--- config.mk ---
export PLATFORM = sky130hd
export DESIGN_NAME = mdrcp_parser
export DESIGN_NICKNAME = d
export VERILOG_FILES = /design/src/hdl/mdrcp_parser.v
export VERILOG_INCLUDE_DIRS = /design/src /design/src/hdl
export SDC_FILE = /design/constraint.sdc
export NUM_CORES = 1
export LEC_CHECK = 0
export BUFFER_PORTS_ARGS = -buffer_cell sky130_fd_sc_hd__buf_2
export CORE_MARGIN = 3
export CORE_UTILIZATION = 40
export DETAILED_ROUTE_END_ITERATION = 7
export PLACE_DENSITY = 0.75
export RECOVER_POWER = 50
export SLEW_MARGIN = 5
export SYNTH_ARGS = -nofsm -noshare
export SYNTH_HDL_FRONTEND = slang
export SYNTH_SLANG_ARGS = --single-unit
--- constraint.sdc ---
create_clock -name clk -period 3 [get_ports clk]
set_input_delay 0.15 -clock clk [delete_from_list [all_inputs] [get_ports clk]]
set_output_delay 0.15 -clock clk [all_outputs]
set_load 0.01 [all_outputs]
--- src/hdl/mdrcp_regs.vh ---
// mdrcp_regs.vh: offsets, field positions, reset values, character codes
// assumes: included by the parser top; definitions only
`ifndef MDRCP_REGS_VH
`define MDRCP_REGS_VH
// ==========================================================
// register byte offsets
`define MDRCP_CFG_OFS     8'h00
`define MDRCP_STAT_OFS    8'h04
`define MDRCP_UNIT_OFS    8'h08
// ==========================================================
// configuration field positions
`define MDRCP_CL_LSB      0
`define MDRCP_LOCK_LSB    3
`define MDRCP_MT_LSB      6
`define MDRCP_BEEP_BIT    8
`define MDRCP_DCHK_BIT    9
`define MDRCP_ANT_BIT     10
`define MDRCP_CR_BIT      11
`define MDRCP_LF_BIT      12
`define MDRCP_BCC_BIT     13
`define MDRCP_TRIG_BIT    14
`define MDRCP_CFG_RST     15'h5A02
`define MDRCP_UNIT_RST    8'h31
// code length selector meaning a thirteen-character code
`define MDRCP_CL_X        3'h5
// ==========================================================
// character codes
`define MDRCP_CH_CR       8'h0D
`define MDRCP_CH_LF       8'h0A
`define MDRCP_CH_DOT      8'h2E
`define MDRCP_CH_SLASH    8'h2F
`define MDRCP_CH_ZERO     8'h30
`define MDRCP_CH_ONE      8'h31
`define MDRCP_CH_TWO      8'h32
`define MDRCP_CH_HASH     8'h23
`define MDRCP_CH_QUEST    8'h3F
`define MDRCP_CH_X        8'h78
`define MDRCP_CH_I        8'h69
`define MDRCP_CH_A        8'h61
`define MDRCP_CH_R        8'h72
`define MDRCP_CH_S        8'h73
`define MDRCP_CH_V        8'h76
`define MDRCP_CH_Z        8'h7A
`define MDRCP_CH_UC_A     8'h41
`define MDRCP_CH_UC_Z     8'h5A
// ==========================================================
// reply kinds
`define MDRCP_RP_VER      3'h0
`define MDRCP_RP_ZAP      3'h1
`define MDRCP_RP_UNIT     3'h2
`define MDRCP_RP_TAG      3'h3
`define MDRCP_RP_ST1      3'h4
`define MDRCP_RP_ST2      3'h5
`define MDRCP_RP_UNK      3'h6
`endif

--- src/hdl/mdrcp_parser.v ---
// mdrcp_parser.v: ascii command interpreter for a multidrop tag reader
// assumes: a uart on clk delivers rx bytes and drains tx bytes;
// a tag front end runs the readings; software sits on apb
//
// Behaviour
// - version query answers a 16-character string then CR LF
// - continuous configuration status word: nine digits in fixed order
// - triggered configuration status word: seven digits in fixed order
// - period starts a normal command, slash starts a protocol command
// - any slash latches protocol mode until the exit command
// - protocol commands are lower case and end with CR
// - each protocol command except the exit carries a unit address; character 0 matches all units
// - identification command replies with the stored unit number
// - set-number command stores the byte following the hash
// - antenna command value 0 or 1 selects that antenna
// - start-read command begins a reading cycle
// - stop command ends a reading and reports; also polls triggered reads
// - good result: unit, tag code characters, CR LF
// - failed reading: unit, digit 1, CR LF
// - no start ever received: unit, digit 2, CR LF
// - addressed unknown command: unit then question mark
// - slash-period releases protocol mode back to normal handling
// - trigger-started read result is only given on a scan command
// - status code-length digit is length minus eight, x for thirteen
`timescale 1ns/100ps
`include "mdrcp_regs.vh"

module mdrcp_parser
#(
    parameter [127:0] FW_VERSION = "CMD-PARSER-V0001" // arbitrary text
)
(
    // clock and reset
    input  wire         clk,
    input  wire         rst_n,
    // apb slave
    input  wire         psel,
    input  wire         penable,
    input  wire         pwrite,
    input  wire [7:0]   paddr,
    input  wire [31:0]  pwdata,
    output reg  [31:0]  prdata,
    output wire         pready,
    output reg          pslverr,
    // serial byte stream
    input  wire         rx_valid,
    input  wire [7:0]   rx_data,
    output reg          tx_valid,
    output reg  [7:0]   tx_data,
    input  wire         tx_ready,
    // tag front end
    input  wire         trigger_pin,
    output reg          read_begin,
    output reg          read_halt,
    input  wire         read_done,
    input  wire         read_found,
    input  wire [103:0] tag_code,
    output wire         antenna_sel,
    output wire [2:0]   lock_code,
    output wire [1:0]   multi_tag,
    output wire         beeper_en,
    output wire         double_check
);

// ==========================================================
// parser states
localparam [3:0] S_IDLE  = 4'b0001;
localparam [3:0] S_NCMD  = 4'b0010;
localparam [3:0] S_PWAIT = 4'b0100;
localparam [3:0] S_PCMD  = 4'b1000;
// reading states
localparam [3:0] R_NEVER = 4'b0001;
localparam [3:0] R_BUSY  = 4'b0010;
localparam [3:0] R_OK    = 4'b0100;
localparam [3:0] R_FAIL  = 4'b1000;

reg  [3:0]  state;
reg  [3:0]  rd_state;
reg  [14:0] cfg;
reg  [7:0]  unit;
reg  [7:0]  b0;
reg  [7:0]  b1;
reg  [7:0]  b2;
reg  [2:0]  cnt;
reg         bad_case;
reg         pend;
reg         tx_busy;
reg  [2:0]  tx_type;
reg  [4:0]  idx;
reg         trig_s1;
reg         trig_s2;
reg         trig_s3;
reg         trig_lvl;

// ==========================================================
// configuration fields
wire [2:0] cl_sel   = cfg[`MDRCP_CL_LSB +: 3];
wire       trig_cfg = cfg[`MDRCP_TRIG_BIT];
assign antenna_sel  = cfg[`MDRCP_ANT_BIT];
assign lock_code    = cfg[`MDRCP_LOCK_LSB +: 3];
assign multi_tag    = cfg[`MDRCP_MT_LSB +: 2];
assign beeper_en    = cfg[`MDRCP_BEEP_BIT];
assign double_check = cfg[`MDRCP_DCHK_BIT];

// code length in characters, x selects thirteen
wire [3:0] code_n = (cl_sel == `MDRCP_CL_X) ? 4'hD
                  : 4'h8 + {1'b0, cl_sel};

// ==========================================================
// trigger pin: three stages, a change counts when stages 2 and 3 agree
always @(posedge clk)
begin
    if (!rst_n)
    begin
        trig_s1  <= 1'b0;
        trig_s2  <= 1'b0;
        trig_s3  <= 1'b0;
        trig_lvl <= 1'b0;
    end
    else
    begin
        trig_s1 <= trigger_pin;
        trig_s2 <= trig_s1;
        trig_s3 <= trig_s2;
        if (trig_s2 == trig_s3)
            trig_lvl <= trig_s3;
    end
end

wire trig_rise = (trig_s2 == trig_s3) && trig_s3 && !trig_lvl;

// ==========================================================
// command decode, evaluated on the terminating CR
wire is_cr   = rx_valid && (rx_data == `MDRCP_CH_CR);
wire ev_norm = is_cr && (state == S_NCMD);
wire ev_prot = is_cr && (state == S_PCMD);
wire is_exit = (cnt == 3'd1) && (b0 == `MDRCP_CH_DOT);
wire addr_ok = (cnt != 3'd0) && ((b0 == unit) || (b0 == `MDRCP_CH_ZERO));
wire ev_go   = ev_prot && !is_exit && addr_ok;
wire c_id    = (cnt == 3'd2) && (b1 == `MDRCP_CH_I);
wire c_num   = (cnt == 3'd3) && (b1 == `MDRCP_CH_HASH);
wire c_ant   = (cnt == 3'd3) && (b1 == `MDRCP_CH_A)
             && ((b2 == `MDRCP_CH_ZERO) || (b2 == `MDRCP_CH_ONE));
wire c_rd    = (cnt == 3'd2) && (b1 == `MDRCP_CH_R);
wire c_stop  = (cnt == 3'd2) && (b1 == `MDRCP_CH_S);
wire c_known = !bad_case && (c_id || c_num || c_ant || c_rd || c_stop);
wire do_id   = ev_go && c_known && c_id;
wire do_num  = ev_go && c_known && c_num;
wire do_ant  = ev_go && c_known && c_ant;
wire do_rd   = ev_go && c_known && c_rd;
wire do_stop = ev_go && c_known && c_stop;
wire do_unk  = ev_go && !c_known;
wire do_ver  = ev_norm && (cnt == 3'd1) && (b0 == `MDRCP_CH_V);
wire do_zap  = ev_norm && (cnt == 3'd1) && (b0 == `MDRCP_CH_Z);

// a byte is upper case, which protocol command characters must not be
wire rx_upper = (rx_data >= `MDRCP_CH_UC_A) && (rx_data <= `MDRCP_CH_UC_Z);

// ==========================================================
// parser state machine and command buffer
always @(posedge clk)
begin
    if (!rst_n)
    begin
        state    <= S_IDLE;
        b0       <= 8'h00;
        b1       <= 8'h00;
        b2       <= 8'h00;
        cnt      <= 3'd0;
        bad_case <= 1'b0;
    end
    else if (rx_valid)
    begin
        if (rx_data == `MDRCP_CH_SLASH)
        begin
            state    <= S_PCMD;
            cnt      <= 3'd0;
            bad_case <= 1'b0;
        end
        else if (is_cr)
        begin
            case (state)
                S_NCMD:  state <= S_IDLE;
                S_PCMD:  state <= is_exit ? S_IDLE : S_PWAIT;
                S_PWAIT: state <= S_PWAIT;
                default: state <= S_IDLE;
            endcase
        end
        else
        begin
            case (state)
                S_IDLE:
                begin
                    if (rx_data == `MDRCP_CH_DOT)
                    begin
                        state <= S_NCMD;
                        cnt   <= 3'd0;
                    end
                end
                S_NCMD, S_PCMD:
                begin
                    // extra characters saturate the count, so the command
                    // is seen as unknown rather than mistaken for a short one
                    if (cnt == 3'd0)
                        b0 <= rx_data;
                    if (cnt == 3'd1)
                        b1 <= rx_data;
                    if (cnt == 3'd2)
                        b2 <= rx_data;
                    if (cnt != 3'd4)
                        cnt <= cnt + 3'd1;
                    if ((cnt != 3'd0) && rx_upper)
                        bad_case <= 1'b1;
                end
                S_PWAIT: state <= S_PWAIT;
                default: state <= S_IDLE;
            endcase
        end
    end
end

// ==========================================================
// configuration and unit number: apb and protocol commands write here
wire apb_wr = psel && penable && pwrite;

always @(posedge clk)
begin
    if (!rst_n)
    begin
        cfg  <= `MDRCP_CFG_RST;
        unit <= `MDRCP_UNIT_RST;
    end
    else
    begin
        if (apb_wr && (paddr == `MDRCP_CFG_OFS))
            cfg <= pwdata[14:0];
        if (apb_wr && (paddr == `MDRCP_UNIT_OFS))
            unit <= pwdata[7:0];
        // the command wins over a same-cycle apb write
        if (do_ant)
            cfg[`MDRCP_ANT_BIT] <= b2[0];
        if (do_num)
            unit <= b2;
    end
end

// ==========================================================
// reading control; the result waits for a stop or scan to fetch it
wire start_req = do_rd || trig_rise;
wire done_now  = (rd_state == R_BUSY) && read_done;

always @(posedge clk)
begin
    if (!rst_n)
    begin
        rd_state   <= R_NEVER;
        pend       <= 1'b0;
        read_begin <= 1'b0;
        read_halt  <= 1'b0;
    end
    else
    begin
        read_begin <= 1'b0;
        read_halt  <= 1'b0;
        case (rd_state)
            R_BUSY:
            begin
                if (read_done)
                begin
                    rd_state <= read_found ? R_OK : R_FAIL;
                    pend     <= 1'b0;
                end
                else if (do_stop)
                begin
                    read_halt <= 1'b1;
                    pend      <= 1'b1;
                end
            end
            R_NEVER, R_OK, R_FAIL:
            begin
                if (start_req && !do_stop)
                begin
                    rd_state   <= R_BUSY;
                    read_begin <= 1'b1;
                end
            end
            default: rd_state <= R_NEVER;
        endcase
    end
end

// ==========================================================
// reply selection; a finished pending stop takes priority
reg       launch;
reg [2:0] next_type;

always @*
begin
    launch    = 1'b0;
    next_type = `MDRCP_RP_UNK;
    if (done_now && (pend || do_stop))
    begin
        launch    = 1'b1;
        next_type = read_found ? `MDRCP_RP_TAG : `MDRCP_RP_ST1;
    end
    else if (do_stop && (rd_state != R_BUSY))
    begin
        launch = 1'b1;
        if (rd_state == R_OK)
            next_type = `MDRCP_RP_TAG;
        else if (rd_state == R_FAIL)
            next_type = `MDRCP_RP_ST1;
        else
            next_type = `MDRCP_RP_ST2;
    end
    else if (do_id)
    begin
        launch    = 1'b1;
        next_type = `MDRCP_RP_UNIT;
    end
    else if (do_unk)
    begin
        launch    = 1'b1;
        next_type = `MDRCP_RP_UNK;
    end
    else if (do_ver)
    begin
        launch    = 1'b1;
        next_type = `MDRCP_RP_VER;
    end
    else if (do_zap)
    begin
        launch    = 1'b1;
        next_type = `MDRCP_RP_ZAP;
    end
end

// ==========================================================
// reply length including the closing CR LF
reg [4:0] tx_len;

always @*
begin
    case (tx_type)
        `MDRCP_RP_VER:  tx_len = 5'd18;
        `MDRCP_RP_ZAP:  tx_len = trig_cfg ? 5'd9 : 5'd11;
        `MDRCP_RP_UNIT: tx_len = 5'd3;
        `MDRCP_RP_TAG:  tx_len = {1'b0, code_n} + 5'd3;
        default:        tx_len = 5'd4;
    endcase
end

// ==========================================================
// character at position idx of the reply
wire [127:0] ver_sh = FW_VERSION << {idx[3:0], 3'b000};
wire [4:0]   tag_of = 5'd12 - {1'b0, code_n} + idx;
wire [103:0] tag_sh = tag_code << {tag_of, 3'b000};
wire [7:0]   cl_dig = (cl_sel == `MDRCP_CL_X) ? `MDRCP_CH_X
                    : `MDRCP_CH_ZERO | {5'h00, cl_sel};
reg  [7:0]   body;
reg  [7:0]   next_ch;

// status digits as ascii, one field per position
function [7:0] dig;
    input [2:0] v;
    begin
        dig = `MDRCP_CH_ZERO | {5'h00, v};
    end
endfunction

always @*
begin
    body = unit;
    case (tx_type)
        `MDRCP_RP_VER: body = ver_sh[127:120];
        `MDRCP_RP_ZAP:
        begin
            if (trig_cfg)
            begin
                case (idx)
                    5'd0:    body = cl_dig;
                    5'd1:    body = dig({1'b0, cfg[7:6]});
                    5'd2:    body = dig({2'b00, cfg[9]});
                    5'd3:    body = dig({2'b00, cfg[10]});
                    5'd4:    body = dig({2'b00, cfg[11]});
                    5'd5:    body = dig({2'b00, cfg[12]});
                    default: body = dig({2'b00, cfg[13]});
                endcase
            end
            else
            begin
                case (idx)
                    5'd0:    body = cl_dig;
                    5'd1:    body = dig(cfg[5:3]);
                    5'd2:    body = dig({1'b0, cfg[7:6]});
                    5'd3:    body = dig({2'b00, cfg[8]});
                    5'd4:    body = dig({2'b00, cfg[9]});
                    5'd5:    body = dig({2'b00, cfg[10]});
                    5'd6:    body = dig({2'b00, cfg[11]});
                    5'd7:    body = dig({2'b00, cfg[12]});
                    default: body = dig({2'b00, cfg[13]});
                endcase
            end
        end
        `MDRCP_RP_TAG:
        begin
            if (idx != 5'd0)
                body = tag_sh[103:96];
        end
        `MDRCP_RP_ST1:
        begin
            if (idx != 5'd0)
                body = `MDRCP_CH_ONE;
        end
        `MDRCP_RP_ST2:
        begin
            if (idx != 5'd0)
                body = `MDRCP_CH_TWO;
        end
        `MDRCP_RP_UNK:
        begin
            if (idx != 5'd0)
                body = `MDRCP_CH_QUEST;
        end
        default: body = unit;
    endcase
    if (idx == tx_len - 5'd2)
        next_ch = `MDRCP_CH_CR;
    else if (idx == tx_len - 5'd1)
        next_ch = `MDRCP_CH_LF;
    else
        next_ch = body;
end

// ==========================================================
// transmit sequencer: one byte per handshake; a command that ends
// while a reply is still going out gets no reply of its own
always @(posedge clk)
begin
    if (!rst_n)
    begin
        tx_busy  <= 1'b0;
        tx_type  <= `MDRCP_RP_UNK;
        idx      <= 5'd0;
        tx_valid <= 1'b0;
        tx_data  <= 8'h00;
    end
    else
    begin
        if (tx_valid && tx_ready)
            tx_valid <= 1'b0;
        if (!tx_busy)
        begin
            if (launch)
            begin
                tx_busy <= 1'b1;
                tx_type <= next_type;
                idx     <= 5'd0;
            end
        end
        else if (!tx_valid || tx_ready)
        begin
            if (idx == tx_len)
                tx_busy <= 1'b0;
            else
            begin
                tx_data  <= next_ch;
                tx_valid <= 1'b1;
                idx      <= idx + 5'd1;
            end
        end
    end
end

// ==========================================================
// apb slave: zero wait states, read data captured in the setup cycle
wire map_ok = (paddr == `MDRCP_CFG_OFS) || (paddr == `MDRCP_STAT_OFS)
            || (paddr == `MDRCP_UNIT_OFS);

assign pready = 1'b1;

always @(posedge clk)
begin
    if (!rst_n)
    begin
        prdata  <= 32'h0000_0000;
        pslverr <= 1'b0;
    end
    else if (psel && !penable)
    begin
        pslverr <= !map_ok;
        case (paddr)
            `MDRCP_CFG_OFS:  prdata <= {17'h00000, cfg};
            `MDRCP_STAT_OFS: prdata <= {16'h0000, unit, 1'b0, tx_busy,
                                        pend, rd_state, state[3] | state[2]};
            `MDRCP_UNIT_OFS: prdata <= {24'h000000, unit};
            default:         prdata <= 32'h0000_0000;
        endcase
    end
end

endmodule

==> results.sh <==
export IMPL_synth_edff_count=0
export IMPL_root_buffer="clkbuf_16"
export IMPL_max_slew_worst_pin_slew_ps=984
export IMPL_final_setup_skew_ps=12.7
export IMPL_cp_cell_sequence="inv_2 > ha_4 > ha_4 > inv_2 > fa_2 > xor2_4 > buf_6 > nor4b_4 > buf_4 > nand2_2 > nand2_2 > a221oi_2 > or4_4 > a21oi_2"
export IMPL_instances_no_fill=1275
export IMPL_fp_dieH_microns=142
export IMPL_p_sw_uw=686
export IMPL_cts_tree="built"
export IMPL_routed_wl_mm=22.8
export IMPL_max_freq_mhz=344
export IMPL_vias=7251
export IMPL_area_delta_synth_final_pct=21.1
export IMPL_timing_critical_path_buf_inv=4
export IMPL_synth_seq_cells=101
export IMPL_p_clk_frac=0.436
export IMPL_final_common_cell="buf_2"
export IMPL_crit_slowest_cell="or4_4"
export IMPL_drc=0
export IMPL_ant_nets=0
export IMPL_register_area_sq_um=2020
export IMPL_fin_crit_sh=0.969
export IMPL_grt_ovfl_total=0
export IMPL_cts_buffers=9
export IMPL_worst_path_largest_cell_delay_ps=510
export IMPL_cp_max_fo=5
export IMPL_grt_max_degree=53
export IMPL_clk_latency_ps=360
export IMPL_via_per_inst=5.69
export IMPL_syn_inst=863
export IMPL_port_buffers=180
export IMPL_status="finished, final reports clean"
export IMPL_num_rows=49
export IMPL_routabilityCongestion=0.955
export IMPL_crit_family="simple AND/OR/NAND/NOR gates"
export IMPL_fin_crit_ps=2910
export IMPL_synth_distinct_cells=94
export IMPL_synthFlopType="dfxtp_1"
export IMPL_yosysSeqAreaShare=0.273
export IMPL_cp_arrival_ps=3190
export IMPL_setup_viol=0
export IMPL_report_final_slew_viol_count=0
export IMPL_track_usage=0.218
export IMPL_max_vdd_ir_drop_uv=204
export IMPL_grt_pass1_vias=6728
export IMPL_fill_cells=1658
export IMPL_setup_ws_ps=92.2
export IMPL_clock_sink_count=101
export IMPL_holdWs_ps=9.78
export IMPL_dp_slack_ps=-34.4
export IMPL_initial_core_util=0.410
export IMPL_antenna_cells=0
export IMPL_synth_avg_cell_area_sq_um=8.59
export IMPL_maxSlewHeadroom=0.344
export IMPL_hold_buffers=0
export IMPL_hold_class="primary input to flip-flop"
export IMPL_leakage_uw=0.00379
export IMPL_ys_async_sr_fraction=0
export IMPL_fin_util=0.496
export IMPL_fin_nets=1229
export IMPL_drt_pass1_iter_count=5
export IMPL_clk_path_buf_depth=2
export IMPL_dp_hpwl_mm=17.5
export IMPL_drv_cap=0
export IMPL_end_kind="flip-flop"
export IMPL_final_cell_mix="142 x buf_2, 111 x nor2_1, 99 x dfxtp_1"
export IMPL_grt_pass1_wl_mm=35.4
export IMPL_multi_input_area_sq_um=5010
export IMPL_wire_per_inst_microns=17.9
export IMPL_path_class="flip-flop to flip-flop"
export IMPL_dpl_cell_count=1253
export IMPL_drive_above_1_share=0.282
export IMPL_fin_tns_setup_ps=0
export IMPL_cts_max_level=3
export IMPL_p_comb_frac=0.088
export IMPL_core_sq_um=18100
export IMPL_yosysWarnings=0
export IMPL_pin_count=215
export IMPL_power_internal_uw=2160
export IMPL_critical_path_required_ps=3280
export IMPL_finalHoldViolations=0
export IMPL_syn_cell_area_sq_um=7410
export IMPL_antenna_found_initial=0
export IMPL_clkSlewWorstSetupHoldPaths_ps=70
export IMPL_powerDensity_nw_per_um2=317
export IMPL_die_w_microns=142
export IMPL_swShare=0.241
export IMPL_critPathLaunchType="flip-flop"
export IMPL_p_seq_frac=0.476
export IMPL_die_area_sq_um=20200
export IMPL_drtIter0Drc=655
## stage by stage
| stage | cell area [sq um] | total power [uW] |
|---|---|---|
| 2_1_floorplan | 7490 | 1520 |
| 6_report | 8970 | 2840 |
| 3_3_place_gp | 8610 | 1630 |
| 4_1_cts | 8930 | 2850 |
| 5_1_grt | 8970 | 2930 |
| 3_5_place_dp | 8610 | 1630 |
## area by class of cell
| type | instances | share of cell area |
|---|---|---|
| repair buffers | 233 | 0.140 |
| well taps | 229 | 0.0319 |
| clock inverters | 5 | 0.00739 |
| clock buffers | 11 | 0.0271 |
| multi-input cells | 675 | 0.559 |
| flip-flops and latches | 101 | 0.226 |
| inverters | 21 | 0.00879 |
## synth_stat cells (all sizes together) (3+ instances only)
cell    count  area [sq um]
a211oi      9          67.6
a21oi      50           254
a22o        3          26.3
a22oi      18           135
and2       11          68.8
and3        7          43.8
buf        42           277
clkbuf     39           146
dfxtp     101          2020
ha         25           313
inv        21          78.8
mux2       12           135
mux2i      70           701
mux4       24           541
nand2      68           258
nand2b      9          56.3
nand3      19           105
nand3b      5          37.5
nand4      10          62.6
nand4b      6          52.6
nor2      111           417
nor2b       9          56.3
nor3       14          70.1
nor3b       8          60.1
nor4       10          68.8
nor4b       8          97.6
nor4bb      3          30.0
o211a       4          40.0
o211ai      6          50.1
o21a        5          37.5
o21ai      39           199
o21bai      4          41.3
o221a       3          33.8
o221ai      3          26.3
o31ai       4          30.0
or2         6          37.5
or3         8          55.1
or4         4          33.8
xnor2       9          86.3
xor2       16           159
## power groups by stage
stage | Sequential (uW) | Clock (uW) | Combinational [uW]
after floorplan | 1380 | 0 | 134
final | 1350 | 1240 | 250
after detailed placement | 1380 | 0 | 249
after global placement | 1380 | 0 | 247
after global routing | 1350 | 1310 | 275
after CTS | 1350 | 1250 | 250
## flip-flops by register name, indices dropped and copies added (netlist names), 3 cells and up
signal	cells
prdata	16
cfg	15
b0	8
b1	8
b2	8
tx_data	8
unit	8
idx	5
rd_state	4
state	4
cnt	3
tx_type	3
## routing by layer
layer / wire length (microns) / share of wire / vias up / global-route usage
li1: - / - / 3466 / -
met1: 10000 / 0.44 / 3453 / 0.299
met4: 606 / 0.027 / 0 / 0.0773
met5: 0 / 0 / - / 0
met2: 10600 / 0.46 / 292 / 0.355
met3: 1600 / 0.070 / 40 / 0.0269
## final timing paths
kind | startpoint | to | slack (ps) | cells after the start
setup / recovery | cfg[1] | tx_data[5] | 90 | 14
hold / removal | read_done | read_halt | 10 | 2
setup reg to reg | cfg[1] | tx_data[5] | 90 | 14
hold reg to reg | trig_s1 | trig_s2 | 430 | 1
## kinds of logic after synthesis
logic type               count (synthesis)  synth area share
AND/OR/NAND/NOR                        323             0.227
AO/OA/AOI/OAI                          177             0.165
multiplexers                           106             0.186
buffers and inverters                  102            0.0677
flip-flops                             101             0.273
adder cells (fa/ha/maj)                 26            0.0449
XOR/XNOR                                26            0.0361
other                                    2           0.00101
## timing repair
action,in CTS,in global routing
endpoints found under the setup margin,5,7
resized for setup,3,18
setup buffers,0,6
pin swaps,0,9
Power figures use the tool's default switching activity.
